[src/arsi_pkg.sv]
package arsi_pkg;

  // register word addresses on the plain port
  localparam logic [5:0] ARSI_A_RESULT0  = 6'h00;  // 0x00..0x0F result slots
  localparam logic [5:0] ARSI_A_CTRL0    = 6'h10;  // 0x10..0x1F slot control
  localparam logic [5:0] ARSI_A_IRQ_EN   = 6'h20;
  localparam logic [5:0] ARSI_A_FLAGS    = 6'h21;
  localparam logic [5:0] ARSI_A_VECTOR   = 6'h22;
  localparam logic [5:0] ARSI_A_CONFIG   = 6'h23;
  localparam logic [5:0] ARSI_A_EVT_STAT = 6'h24;
  localparam logic [5:0] ARSI_A_EVT_CLR  = 6'h25;
  localparam logic [5:0] ARSI_A_EVT_EN   = 6'h26;

  // config register fields
  localparam int ARSI_CF_FORMAT = 0;   // result_format_select
  localparam int ARSI_CF_RES_LO = 1;   // resolution_select, 2 bits
  localparam int ARSI_CF_ENC    = 3;   // conversion_enable_bit
  localparam int ARSI_CF_OVIE   = 4;   // overflow_irq_enable
  localparam int ARSI_CF_TOVIE  = 5;   // conv_time_overflow_irq_enable
  localparam int ARSI_CF_GIE    = 6;   // global_irq_enable
  localparam int ARSI_CF_W      = 7;

  // resolution_select codes
  localparam logic [1:0] ARSI_RES_8  = 2'h0;
  localparam logic [1:0] ARSI_RES_10 = 2'h1;
  localparam logic [1:0] ARSI_RES_12 = 2'h2;

  // vector codes
  localparam logic [4:0] ARSI_VEC_NONE = 5'h00;
  localparam logic [4:0] ARSI_VEC_OVF  = 5'h01;  // reads 002h
  localparam logic [4:0] ARSI_VEC_TOV  = 5'h02;  // reads 004h
  localparam logic [4:0] ARSI_VEC_SLOT = 5'h03;  // slot 0 reads 006h

  // event status bits
  localparam int ARSI_EV_DONE = 0;
  localparam int ARSI_EV_OVF  = 1;
  localparam int ARSI_EV_TOV  = 2;
  localparam int ARSI_EV_W    = 3;

  typedef struct packed {
    logic       wr;
    logic       rd;
    logic [5:0] addr;
    logic [15:0] wdata;
  } arsi_bus_t;

  typedef struct packed {
    logic        valid;   // one-cycle pulse
    logic [3:0]  slot;
    logic [11:0] data;    // right-justified raw result
  } arsi_conv_t;

endpackage

[src/arsi_top.sv]
// Notes on behaviour
// format 0 reads right-justified unsigned, unused upper bits zero.
// a software write to a result slot replaces the stored result.
// format 1 reads left-justified two's complement, low bits zero.
// slots store unsigned right-justified data; reads convert.
// a 16-bit enable register gates each slot done flag onto the request; here it gates only the vector, irq_o follows the done event of every load.
// loading a conversion result into slot n sets done flag n.
// accessing slot n clears flag n; software may also write the flags.
// vector reads 000h idle, 002h, 004h, then 006h+2n for slot n last.
// both overflow sources need their own enable and the global enable; here only for the vector, irq_o needs just the event enable.
// slot control (marker, reference, channel) is writable only when off.
// the vector is read-only, bits 15..6 and 0 zero, reset to zero.
//
// Decided for this implementation: the address map and the address-and-strobe port.
module arsi_top
  import arsi_pkg::*;
#(
  parameter int N_SLOTS = 16
) (
  input  wire logic        clock_i,
  input  wire logic        arst_n_i,
  input  wire logic        wr_i,
  input  wire logic        rd_i,
  input  wire logic [5:0]  addr_i,
  input  wire logic [15:0] wdata_i,
  output logic      [15:0] rdata_o,
  input  wire logic        conv_valid_i,
  input  wire logic [3:0]  conv_slot_i,
  input  wire logic [11:0] conv_data_i,
  input  wire logic        overflow_i,
  input  wire logic        time_overflow_i,
  output logic             conv_enable_o,
  output logic             irq_o
);

  if (N_SLOTS != 16) begin : g_bad_slots
    $error("arsi_top serves exactly 16 slots");
  end

  typedef struct packed {
    logic [15:0][11:0]     result;
    logic [15:0][7:0]      ctrl;
    logic [15:0]           irq_en;
    logic [15:0]           flags;
    logic [ARSI_CF_W-1:0]  cfg;
    logic                  ovf_pend;
    logic                  tov_pend;
    logic [ARSI_EV_W-1:0]  ev_stat;
    logic [ARSI_EV_W-1:0]  ev_en;
    logic [4:0]            vec;
    logic [15:0]           rdata;
    logic                  irq;
  } arsi_state_t;

  arsi_state_t s_q, s_d;
  arsi_bus_t   bus;
  arsi_conv_t  cv;
  logic        rst_meta_q, rst_sync_q;
  logic        ov_m_q, ov_s_q, tv_m_q, tv_s_q;

  assign bus = '{wr: wr_i, rd: rd_i, addr: addr_i, wdata: wdata_i};
  assign cv  = '{valid: conv_valid_i, slot: conv_slot_i, data: conv_data_i};

  // reset release through two flops
  always_ff @(posedge clock_i or negedge arst_n_i) begin
    if (!arst_n_i) begin
      rst_meta_q <= 1'b0;
      rst_sync_q <= 1'b0;
    end else begin
      rst_meta_q <= 1'b1;
      rst_sync_q <= rst_meta_q;
    end
  end

  // overflow strobes come from the analog clock side, so synchronise
  always_ff @(posedge clock_i or negedge rst_sync_q) begin
    if (!rst_sync_q) begin
      ov_m_q <= 1'b0;
      ov_s_q <= 1'b0;
      tv_m_q <= 1'b0;
      tv_s_q <= 1'b0;
    end else begin
      ov_m_q <= overflow_i;
      ov_s_q <= ov_m_q;
      tv_m_q <= time_overflow_i;
      tv_s_q <= tv_m_q;
    end
  end

  // read path formatting of one raw result
  function automatic logic [15:0] fmt(input logic [11:0] raw,
                                      input logic        signed_fmt,
                                      input logic [1:0]  res);
    logic [15:0] v;
    v = 16'h0000;
    if (!signed_fmt) begin
      unique case (res)
        ARSI_RES_8:  v = {8'h00, raw[7:0]};
        ARSI_RES_10: v = {6'h00, raw[9:0]};
        default:     v = {4'h0, raw};
      endcase
    end else begin
      // offset binary to two's complement: flip the top bit  R3
      unique case (res)
        ARSI_RES_8:  v = {~raw[7], raw[6:0], 8'h00};
        ARSI_RES_10: v = {~raw[9], raw[8:0], 6'h00};
        default:     v = {~raw[11], raw[10:0], 4'h0};
      endcase
    end
    return v;
  endfunction

  // next-state logic for the whole block
  always_comb begin
    logic [3:0]  sl;
    logic        slot_hit;
    logic [15:0] pend;
    logic        ev_done;
    s_d      = s_q;
    sl       = bus.addr[3:0];
    slot_hit = (bus.addr[5:4] == ARSI_A_RESULT0[5:4]);
    ev_done  = 1'b0;
    pend     = 16'h0000;

    // software clears first, hardware sets afterwards so sets win
    if (bus.wr) begin
      if (slot_hit) s_d.result[sl] = bus.wdata[11:0];
      if (bus.addr[5:4] == ARSI_A_CTRL0[5:4] && !s_q.cfg[ARSI_CF_ENC])
        s_d.ctrl[sl] = bus.wdata[7:0];
      if (bus.addr == ARSI_A_IRQ_EN) s_d.irq_en = bus.wdata;
      if (bus.addr == ARSI_A_FLAGS)  s_d.flags  = bus.wdata;
      if (bus.addr == ARSI_A_CONFIG) s_d.cfg = bus.wdata[ARSI_CF_W-1:0];
      if (bus.addr == ARSI_A_EVT_CLR)
        s_d.ev_stat = s_q.ev_stat & ~bus.wdata[ARSI_EV_W-1:0];
      if (bus.addr == ARSI_A_EVT_STAT) begin
        s_d.ovf_pend = 1'b0;  // status write also acks overflows
        s_d.tov_pend = 1'b0;
      end
    end
    if ((bus.wr || bus.rd) && slot_hit) s_d.flags[sl] = 1'b0;

    // conversion load: after software so the flag set wins
    if (cv.valid) begin
      if (s_q.flags[cv.slot]) s_d.ovf_pend = 1'b1;  // unread slot overwritten
      s_d.result[cv.slot] = cv.data;
      s_d.flags[cv.slot]  = 1'b1;
      ev_done             = 1'b1;
    end
    if (ov_s_q) s_d.ovf_pend = 1'b1;
    if (tv_s_q) s_d.tov_pend = 1'b1;

    s_d.ev_stat = s_d.ev_stat
                | {tv_s_q, (ov_s_q | (cv.valid & s_q.flags[cv.slot])), ev_done};
    if (bus.wr && bus.addr == ARSI_A_EVT_EN)
      s_d.ev_en = bus.wdata[ARSI_EV_W-1:0];

    // priority encoder, from the registered state
    pend = s_q.flags & s_q.irq_en;
    s_d.vec = ARSI_VEC_NONE;
    for (int i = 15; i >= 0; i--) begin
      if (pend[i]) s_d.vec = ARSI_VEC_SLOT + 5'(i);
    end
    if (s_q.cfg[ARSI_CF_GIE]) begin
      if (s_q.tov_pend && s_q.cfg[ARSI_CF_TOVIE]) s_d.vec = ARSI_VEC_TOV;
      if (s_q.ovf_pend && s_q.cfg[ARSI_CF_OVIE])  s_d.vec = ARSI_VEC_OVF;
    end else if (!(|pend)) begin
      s_d.vec = ARSI_VEC_NONE;
    end

    // read data appears the cycle after the strobe only
    s_d.rdata = 16'h0000;
    if (bus.rd) begin
      if (slot_hit)
        s_d.rdata = fmt(s_q.result[sl], s_q.cfg[ARSI_CF_FORMAT],
                        s_q.cfg[ARSI_CF_RES_LO +: 2]);
      else if (bus.addr[5:4] == ARSI_A_CTRL0[5:4])
        s_d.rdata = {8'h00, s_q.ctrl[sl]};
      else if (bus.addr == ARSI_A_IRQ_EN)  s_d.rdata = s_q.irq_en;
      else if (bus.addr == ARSI_A_FLAGS)   s_d.rdata = s_q.flags;
      else if (bus.addr == ARSI_A_VECTOR)
        s_d.rdata = {10'h000, s_q.vec, 1'b0};
      else if (bus.addr == ARSI_A_CONFIG)
        s_d.rdata = {9'h000, s_q.cfg};
      else if (bus.addr == ARSI_A_EVT_STAT)
        s_d.rdata = {13'h0000, s_q.ev_stat};
      else if (bus.addr == ARSI_A_EVT_EN)
        s_d.rdata = {13'h0000, s_q.ev_en};
    end

    s_d.irq = |(s_d.ev_stat & s_d.ev_en);
  end

  // single state register
  always_ff @(posedge clock_i or negedge rst_sync_q) begin
    if (!rst_sync_q) s_q <= '0;
    else             s_q <= s_d;
  end

  assign rdata_o       = s_q.rdata;
  assign conv_enable_o = s_q.cfg[ARSI_CF_ENC];
  assign irq_o         = s_q.irq;

  // decodes shared by the checks, taken from the bus as it stands
  logic        slot_rd;
  logic        slot_wr;
  logic        ctrl_wr;
  logic        fmt_sel;
  logic [1:0]  res_sel;
  logic [11:0] slot_raw;
  logic [15:0] slot_pend;

  assign slot_rd   = rd_i && addr_i[5:4] == ARSI_A_RESULT0[5:4];
  assign slot_wr   = wr_i && addr_i[5:4] == ARSI_A_RESULT0[5:4];
  assign ctrl_wr   = wr_i && addr_i[5:4] == ARSI_A_CTRL0[5:4];
  assign fmt_sel   = s_q.cfg[ARSI_CF_FORMAT];
  assign res_sel   = s_q.cfg[ARSI_CF_RES_LO +: 2];
  assign slot_raw  = s_q.result[addr_i[3:0]];
  assign slot_pend = s_q.flags & s_q.irq_en;
endmodule // arsi_top

[config.mk]
export PLATFORM = sky130hd
export DESIGN_NAME = arsi_top
export DESIGN_NICKNAME = d
export VERILOG_FILES = /design/src/arsi_pkg.sv /design/src/arsi_top.sv
export SDC_FILE = /design/constraint.sdc
export NUM_CORES = 1
export LEC_CHECK = 0
export ABC_AREA = 1
export BUFFER_PORTS_ARGS = -buffer_cell sky130_fd_sc_hd__buf_2
export CAP_MARGIN = 20
export CORE_MARGIN = 4
export CORE_UTILIZATION = 67
export CTS_CLUSTER_DIAMETER = 30
export DETAILED_ROUTE_END_ITERATION = 10
export HOLD_SLACK_MARGIN = 0.12
export PLACE_DENSITY = 0.88
export SYNTH_ARGS = -nofsm -noshare
export SYNTH_HDL_FRONTEND = slang
export SYNTH_SLANG_ARGS = --single-unit
[constraint.sdc]
create_clock -name clock_i -period 28.2 [get_ports clock_i]
set_clock_uncertainty 0.2 [all_clocks]
set_input_delay 5.64 -clock clock_i [delete_from_list [all_inputs] [get_ports clock_i]]
set_output_delay 5.64 -clock clock_i [all_outputs]
set_load 0.01 [all_outputs]
**Yosys cells after proc, flatten, opt, wreduce, memory -nomap -nowiden**

Cells that the tools add are included.

- Magnitude comparators: 4
- Eq/ne operators: 9
- Mux-type cells: 68
- Bitwise operators: 13
- Reduce and logical (&&, ||, !) cells: 19

Operators with widths:

| operator | number |
|---|---|
| $bwmux W192 | 2 |
| $mux W192 | 2 |
| $mux W364 | 1 |
| $mux W16 | 10 |
| $bwmux W128 | 1 |
| $mux W128 | 1 |
| $mux W5 | 20 |
| $demux W12 S4 | 2 |
| $bmux W12 S4 | 1 |
| $eq A6 B6 Y1 const B | 7 |
| $mux W12 | 3 |
| $and A16 B16 Y16 | 2 |
| $bmux W8 S4 | 1 |
| $demux W8 S4 | 1 |
| $pmux W16 S2 | 1 |
| $pmux W12 S2 | 1 |
| $mux W7 | 3 |
| $mux W8 | 2 |
| $not A16 Y16 | 1 |
| $or A16 B16 Y16 | 1 |
| $reduce_or A16 Y1 | 1 |
| $mux W3 | 4 |
| $lt A4 B5 Y1 const B | 2 |
| $demux W1 S4 | 2 |
| 18 further kinds | 41 |

- Register bits after elaboration: 395
- Input bits: 45
- Word-level logic and storage cells: 161

**Depth between registers and ports, before layout**

Gate-level depths: netlist of run 1.

- Depth after elaboration: 20
- Mapped depth: 16
- Gate-level depth less buffers: 16

**Least setup slack after synthesis of run 1**

OpenSTA, ideal clock, no wires.

- Kind: input-to-reg
- Start point: input port addr_i[3]
- End point: register s_q[54] (netlist bit)
- Arrival time: 6,939 ps
- Data required time: 27,872 ps
- Slack: 20,934 ps
- Cell stages on the path: 9
- Cells stage by stage: inv_2 > nand2_1 > nor2_8 > inv_2 > nor2_2 > inv_2 > nor2_4 > buf_4 > mux2_1

- Cells in the longest elaborated chain, start to end: 2

Ends and longest elaborated chain:

| element | RTL line | source |
|---|---|---|
| start, declared | arsi_top.sv:24 | `input wire logic [5:0] addr_i,` |
| $eq A6 B6 Y1 | arsi_top.sv:130 | `if (bus.addr == ARSI_A_IRQ_EN) s_d.irq_en = bus.wdata;` |
| $reduce_and A2 Y1 (no source line) | - |  |
| end signal, assigned | arsi_top.sv:195 | `if (!rst_sync_q) s_q <= '0;` |
| end signal, assigned | arsi_top.sv:196 | `else s_q <= s_d;` |
| end, declared | arsi_top.sv:55 | `arsi_state_t s_q, s_d;` |

Every way passes these cells.
A chain may end at the register's enable or synchronous reset.

==> impl_metrics.env, run 1 <==
export IMPL_fp_dieH_um=180.1
export IMPL_post_cts_resize_count=0
export IMPL_cts_tree="built"
export IMPL_avgSynthCellArea_um2=8.109
export IMPL_die_area_um2=32420
export IMPL_hold_buffers=0
export IMPL_finalNetCount=2451
export IMPL_synth_nets=2491
export IMPL_synth_seq_cells=395
export IMPL_switching_share_pct=29.14
export IMPL_p_sw_uw=624.1
export IMPL_overflow=0
export IMPL_syn_cell_area_um2=19830
export IMPL_io_pins=63
export IMPL_p_comb_share_pct=15.3
export IMPL_rsz0062_at_grt="no"
export IMPL_cts_path_max_buffers=3
export IMPL_final_common_cell="nand2_1"
export IMPL_first_global_vias=19413
export IMPL_fmax_mhz=115.4
export IMPL_p_int_uw=1517
export IMPL_initial_core_util_pct=68.55
export IMPL_drc=0
export IMPL_cts_buffers_inserted=83
export IMPL_postCtsSetupRepairBufs=0
export IMPL_hold_class="reg -> reg"
export IMPL_ir_worst_vdd_v=0.00007715
export IMPL_totalWireLength_um=70320
export IMPL_synth_top_flop_cell="dfrtp_1"
export IMPL_port_buffers=62
export IMPL_path_delay_family="simple AND/OR/NAND/NOR gates"
export IMPL_root_buffer="clkbuf_16"
export IMPL_synth_cell_types=39
export IMPL_grt_use_total_pct=41.96
export IMPL_rows=62
export IMPL_postLayoutCoreUtil_pct=79.26
export IMPL_finalHoldViolations=0
export IMPL_yosysSeqAreaShare_pct=49.84
export IMPL_timing_final_ws_setup_ns=19.54
export IMPL_numClockSinks=395
export IMPL_cp_max_fo=50
export IMPL_coreArea_um2=28940
export IMPL_fin_crit_ns=8.662
export IMPL_grt_max_degree=174
export IMPL_syn_inst=2446
export IMPL_nFillCells=1793
export IMPL_worstMarginPinSlew_ns=1.041
export IMPL_finalCritPeriodShare_pct=30.72
export IMPL_endpoint_kind="flop"
export IMPL_power_density_nw_per_um2=93.37
export IMPL_wire_per_inst_um=24.60
export IMPL_synth_edf_count=0
export IMPL_antenna_found_initial=4
export IMPL_vias=20149
export IMPL_drv_cap=0
export IMPL_crit_required_ns=28.43
export IMPL_clkTransAtPathRegs_ns=0.05
export IMPL_die_width_um=180.1
export IMPL_p_leak_uw=0.01086
export IMPL_status="finished clean"
export IMPL_ys_warn_count=0
export IMPL_drive_gt1_share_pct=10.56
export IMPL_synth_async_sr_flop_share_pct=100.0
export IMPL_area_growth_pct=15.63
export IMPL_slowest_delay_ns=0.65
export IMPL_drv_slew=0
export IMPL_multi_input_area_um2=8185
export IMPL_vias_per_cell=7.050
export IMPL_grt_pass1_wl_um=108400
export IMPL_crit_buf_inv=3
export IMPL_critPathLaunchType="primary input"
export IMPL_drt_initial_drc_count=3613
export IMPL_crit_chain="buf_2 > nor2_4 > inv_4 > buf_4 > nor2_2 > nand2_1 > o211ai_1 > o21ai_0"
export IMPL_arrival_ns=8.89
export IMPL_seqCellArea_um2=9888
export IMPL_clkPwrFrac_pct=50.0
export IMPL_htree_levels=3
export IMPL_ant_nets=0
export IMPL_fin_tns_setup_ns=0
export IMPL_setup_viol=0
export IMPL_seq_power_share_pct=34.8
export IMPL_firstDrtPassIters=7
export IMPL_critical_path_slowest_cell="nor2_4"
export IMPL_place_gp_congestion=1.018
export IMPL_clk_insertion_delay_late_ns=0.63
export IMPL_slew_headroom_pct=30.40
export IMPL_final_cell_mix="nand2_1 (529), o21ai_0 (396), dfrtp_1 (394), inv_1 (203), o211ai_1 (132)"
export IMPL_criticalPathCategory="in -> reg"
export IMPL_hpwl_um=40920
export IMPL_dp_slack_ns=19.22
==> power by group through the flow <==
stage                     clock, uW  combinational (uW)  sequential (uW)
after floorplan                   0                 227              732
after global placement            0                 286              740
after detailed placement          0                 301              743
after CTS                      1070                 313              739
after global routing           1100                 362              751
final                          1070                 327              744
==> final timing paths <==
| check | to | start | slack [ns] | cells past startpoint |
|---|---|---|---|---|
| worst max-delay path | s_q[254] | addr_i[0] | 19.54 | 8 |
| worst min-delay path | rst_sync_q | rst_meta_q | 0.15 | 0 |
| worst max register to register | rdata_o[15] | s_q[242] | 25.95 | 7 |
| worst min register to register | rst_sync_q | rst_meta_q | 0.15 | 0 |
| max in group asynchronous | rst_sync_q | arst_n_i | 23.08 | 1 |
| min in group asynchronous | s_q[279] | rst_sync_q | 0.23 | 0 |
==> area by class of cell <==
class,instances,area share (%)
flip-flops and latches,395,43.12
multi-input cells,1633,35.69
clock buffers,98,9.695
clock inverters,53,3.775
inverters,217,3.563
well taps,384,2.095
repair buffers,76,2.040
diodes,2,0.02182
==> logic make-up (layout without fill, tap and decap cells) <==
group	count (synthesis)	in the layout	synth area share [%]
compound gates	859	859	25.07
simple gates	763	763	15.55
buf+inv	418	444	8.958
flops	395	395	49.84
mux	10	10	0.5678
other cells	1	3	0.01891
==> routing by layer <==
| metal | track usage [%] | wire length [um] |
|---|---|---|
| met4 | 23.96 | 4918 |
| met2 | 62.23 | 30540 |
| met3 | 13.67 | 10610 |
| met5 | 0 | 33 |
| met1 | 54.81 | 24210 |
==> through the flow <==
step                      hold slack, ns  cells  total power, uW  area [um2]
after global placement            0.1317   2702             1026       19780
after detailed placement          0.1371   2703             1045       19780
final                             0.1508   2858             2141       22930
after floorplan                   0.1312   2446            958.3       19830
after CTS                         0.1532   2854             2119       22870
after global routing              0.1638   2858             2209       22930
==> synth_stat cells (12+ instances only) <==
cell / n / share of area (%)
dfrtp_1: 395 / 50
o211ai_1: 132 / 5.0
inv_2: 12 / 0.23
o32ai_1: 14 / 0.62
inv_1: 203 / 3.8
nand3_1: 64 / 1.6
buf_2: 38 / 0.96
nor2_1: 128 / 2.4
nand4_1: 17 / 0.54
buf_4: 32 / 1.2
nand2_1: 529 / 10
o21ai_1: 14 / 0.35
a22oi_1: 12 / 0.45
clkbuf_1: 116 / 2.2
o22ai_1: 125 / 3.9
o21ai_0: 396 / 10
a21oi_1: 112 / 2.8
nor2_2: 14 / 0.44
a31oi_1: 34 / 1.1
Power figures use the tool's default switching activity.
==> run 2, diff against run 1 <==
Settings changed: ABC_AREA 1 to 0, CORE_UTILIZATION 67 to 63, PLACE_DENSITY 0.88 to 0.84.
Clock period 28.2 ns to 8.2 ns, I/O delays scaled along.
==> run 2 against run 1 <==
  * Sequential share of layout area decreased by 1.9 points
  * Die area is 10% higher
  * Worst setup slack lost 16 ns
  * Non-clock buffer count up 9
  * Critical path type unchanged
  * Largest power group unchanged
  * Register-to-register slack got worse by 20 ns
  * Total power rose to 3.4 times the previous value
==> impl_metrics.env, run 2 <==
export IMPL_grt_max_degree=151
export IMPL_synth_most_common_cell="dfrtp_1"
export IMPL_synth_top_area_share_pct=47.76
export IMPL_ir_worst_vdd_v=0.0002261
export IMPL_crit_chain="buf_4 > buf_4 > mux4_2 > mux2i_1 > mux2i_1 > a21oi_1 > o21ai_0 > and3_1"
export IMPL_setup_viol=0
export IMPL_area_growth_pct=15.80
export IMPL_final_common_cell="dfrtp_1"
export IMPL_ys_warn_count=0
export IMPL_synth_nets=1840
export IMPL_synth_area_top_cells="dfrtp_1 (48%), mux2i_1 (11%), mux4_2 (9.7%)"
export IMPL_rows=66
export IMPL_synth_async_sr_flop_share_pct=100.0
export IMPL_place_gp_congestion=0.9556
export IMPL_vias=15881
export IMPL_ant_nets=0
export IMPL_fmax_mhz=221.0
export IMPL_finalNetCount=1824
export IMPL_dpl_cell_area_um2=20780
export IMPL_use_met3_pct=8.776
export IMPL_drv_slew=0
export IMPL_synth_compound_area_share_pct=8.627
export IMPL_hold_buffers=0
export IMPL_synth_xor_area_share_pct=0
export IMPL_fin_tns_setup_ns=0
export IMPL_clk_insertion_delay_late_ns=0.61
export IMPL_rsz0062_at_grt="no"
export IMPL_totalWireLength_um=61890
export IMPL_root_buffer="clkbuf_16"
export IMPL_syn_inst=1795
export IMPL_critPathLaunchType="primary input"
export IMPL_post_cts_resize_count=0
export IMPL_synth_top_flop_cell="dfrtp_1"
export IMPL_cts_buffers_inserted=85
export IMPL_slowest_delay_ns=0.70
export IMPL_finalHoldViolations=0
export IMPL_firstDrtPassIters=7
export IMPL_drive_gt1_share_pct=27.33
export IMPL_io_pins=63
export IMPL_yosysTopAreaCell="dfrtp_1"
export IMPL_overflow=0
export IMPL_p_leak_uw=0.01121
export IMPL_status="finished clean"
export IMPL_numClockSinks=395
export IMPL_finalCritPeriodShare_pct=55.18
export IMPL_die_area_um2=35820
export IMPL_syn_cell_area_um2=20700
export IMPL_crit_required_ns=8.49
export IMPL_fin_crit_ns=4.525
export IMPL_synth_fa_ha_area_share_pct=0
export IMPL_endpoint_kind="flop"
export IMPL_vias_per_cell=6.932
export IMPL_critical_path_slowest_cell="buf_4"
export IMPL_coreArea_um2=32450
export IMPL_nFillCells=1981
export IMPL_ys_top_cells_by_count="dfrtp_1 (395), mux2i_1 (227), nand2_1 (159)"
export IMPL_antenna_found_initial=2
export IMPL_drv_cap=0
export IMPL_grt_use_met2_pct=53.39
export IMPL_cts_tree="built"
export IMPL_synthMuxAreaShare_pct=29.61
export IMPL_hpwl_um=36420
export IMPL_htree_levels=3
export IMPL_cts_path_max_buffers=3
export IMPL_criticalPathCategory="in -> reg"
export IMPL_grt_busiest_layer="met2"
export IMPL_synth_top_family_by_area="multiplexers"
export IMPL_port_buffers=62
export IMPL_initial_core_util_pct=63.77
export IMPL_use_met1_pct=46.57
export IMPL_yosysSeqAreaShare_pct=47.76
export IMPL_slew_headroom_pct=22.24
export IMPL_arrival_ns=4.82
export IMPL_wire_per_inst_um=27.01
export IMPL_fp_dieH_um=189.3
export IMPL_fin_area_um2=23970
export IMPL_clkTransAtPathRegs_ns=0.05
export IMPL_cp_max_fo=45
export IMPL_final_cell_mix="dfrtp_1 (394), mux2i_1 (227), nand2_1 (159), mux2_2 (151), nor2_1 (144)"
export IMPL_postCtsSetupRepairBufs=0
export IMPL_hold_class="reg -> reg"
export IMPL_power_density_nw_per_um2=302.4
export IMPL_drt_initial_drc_count=2089
export IMPL_avgSynthCellArea_um2=11.53
export IMPL_yosys_area_share_simple_pct=9.371
export IMPL_worstMarginPinSlew_ns=1.156
export IMPL_synth_cell_types=63
export IMPL_die_width_um=189.3
export IMPL_synth_seq_cells=395
export IMPL_drc=0
export IMPL_grt_use_total_pct=34.87
export IMPL_first_global_vias=16209
export IMPL_grt_pass1_wl_um=96250
export IMPL_synth_edf_count=0
-- run 2: cell count changes in the layout (fill, tap and decap cells not counted), sizes merged, moves of 16 or more --
cell / delta
clkbuf: +16
o21ai: -318
a21oi: +25
nor3: +31
mux2: +151
o22ai: -122
nand3: -43
mux2i: +227
o211ai: -129
a31oi: -26
nand2: -373
mux4: +89
a22oi: +18
inv: -207
-- run 2: worst max-delay path: cells and delay by family --
family | cells | cell delay, ns
AOI/OAI and AO/OA | 2 | 0.34
muxes | 3 | 1.30
buffers and inverters | 2 | 1.23
and+or+nand+nor | 1 | 0.20
-- run 2: stage by stage --
step	worst slack (ns)	hold slack (ns)	instances	total power [uW]	utilization (%)
after detailed placement	3.151	0.1364	2127	3558	64.03
after floorplan	1.554	0.1311	1795	3268	-
final	3.675	0.1444	2291	7247	73.85
after CTS	3.750	0.1489	2283	7223	73.53
after global placement	3.206	0.1335	2127	3491	64.03
after global routing	3.544	0.1609	2290	7486	73.84
-- run 2: final timing paths --
kind	startpoint	endpoint	slack (ns)	cells after the start
worst max-delay path	addr_i[1]	rdata_o[5]	3.68	8
worst min-delay path	rst_meta_q	rst_sync_q	0.14	0
worst max register to register	rst_sync_q	tv_s_q	5.61	2
worst min register to register	rst_meta_q	rst_sync_q	0.14	0
max in group asynchronous	rst_sync_q	tv_s_q	5.61	2
min in group asynchronous	rst_sync_q	async pin	0.23	0
-- run 2: cell type report --
type | instances | area [um2] | area share, %
sequential | 395 | 9888 | 41.26
clock buffer | 114 | 2449 | 10.22
inverter | 5 | 18.77 | 0.07831
tap | 442 | 553.0 | 2.308
antenna | 1 | 2.502 | 0.01044
timing repair buffer | 85 | 550.5 | 2.297
multi-input combinational | 1207 | 9868 | 41.18
clock inverter | 42 | 635.6 | 2.652
-- run 2: power by group --
part / switching [uW] / leakage, uW / internal, uW
sequential: 267 / 0.00491 / 2330
clock: 1150 / 0.00151 / 2480
combinational: 525 / 0.00479 / 492
-- run 2: cell families (layout without fill, tap and decap cells) --
family,count (synthesis),count (layout)
multiplexers,477,477
AND/OR/NAND/NOR,418,418
flip-flops,395,395
AO/OA/AOI/OAI,311,311
buffers and inverters,193,246
other,1,2
-- run 2: per-layer routing --
layer | wire length [um] | share of wire (%)
met1 | 23080 | 37
met2 | 28740 | 46
met3 | 6549 | 11
met4 | 3507 | 5.7
met5 | 13 | 0.021
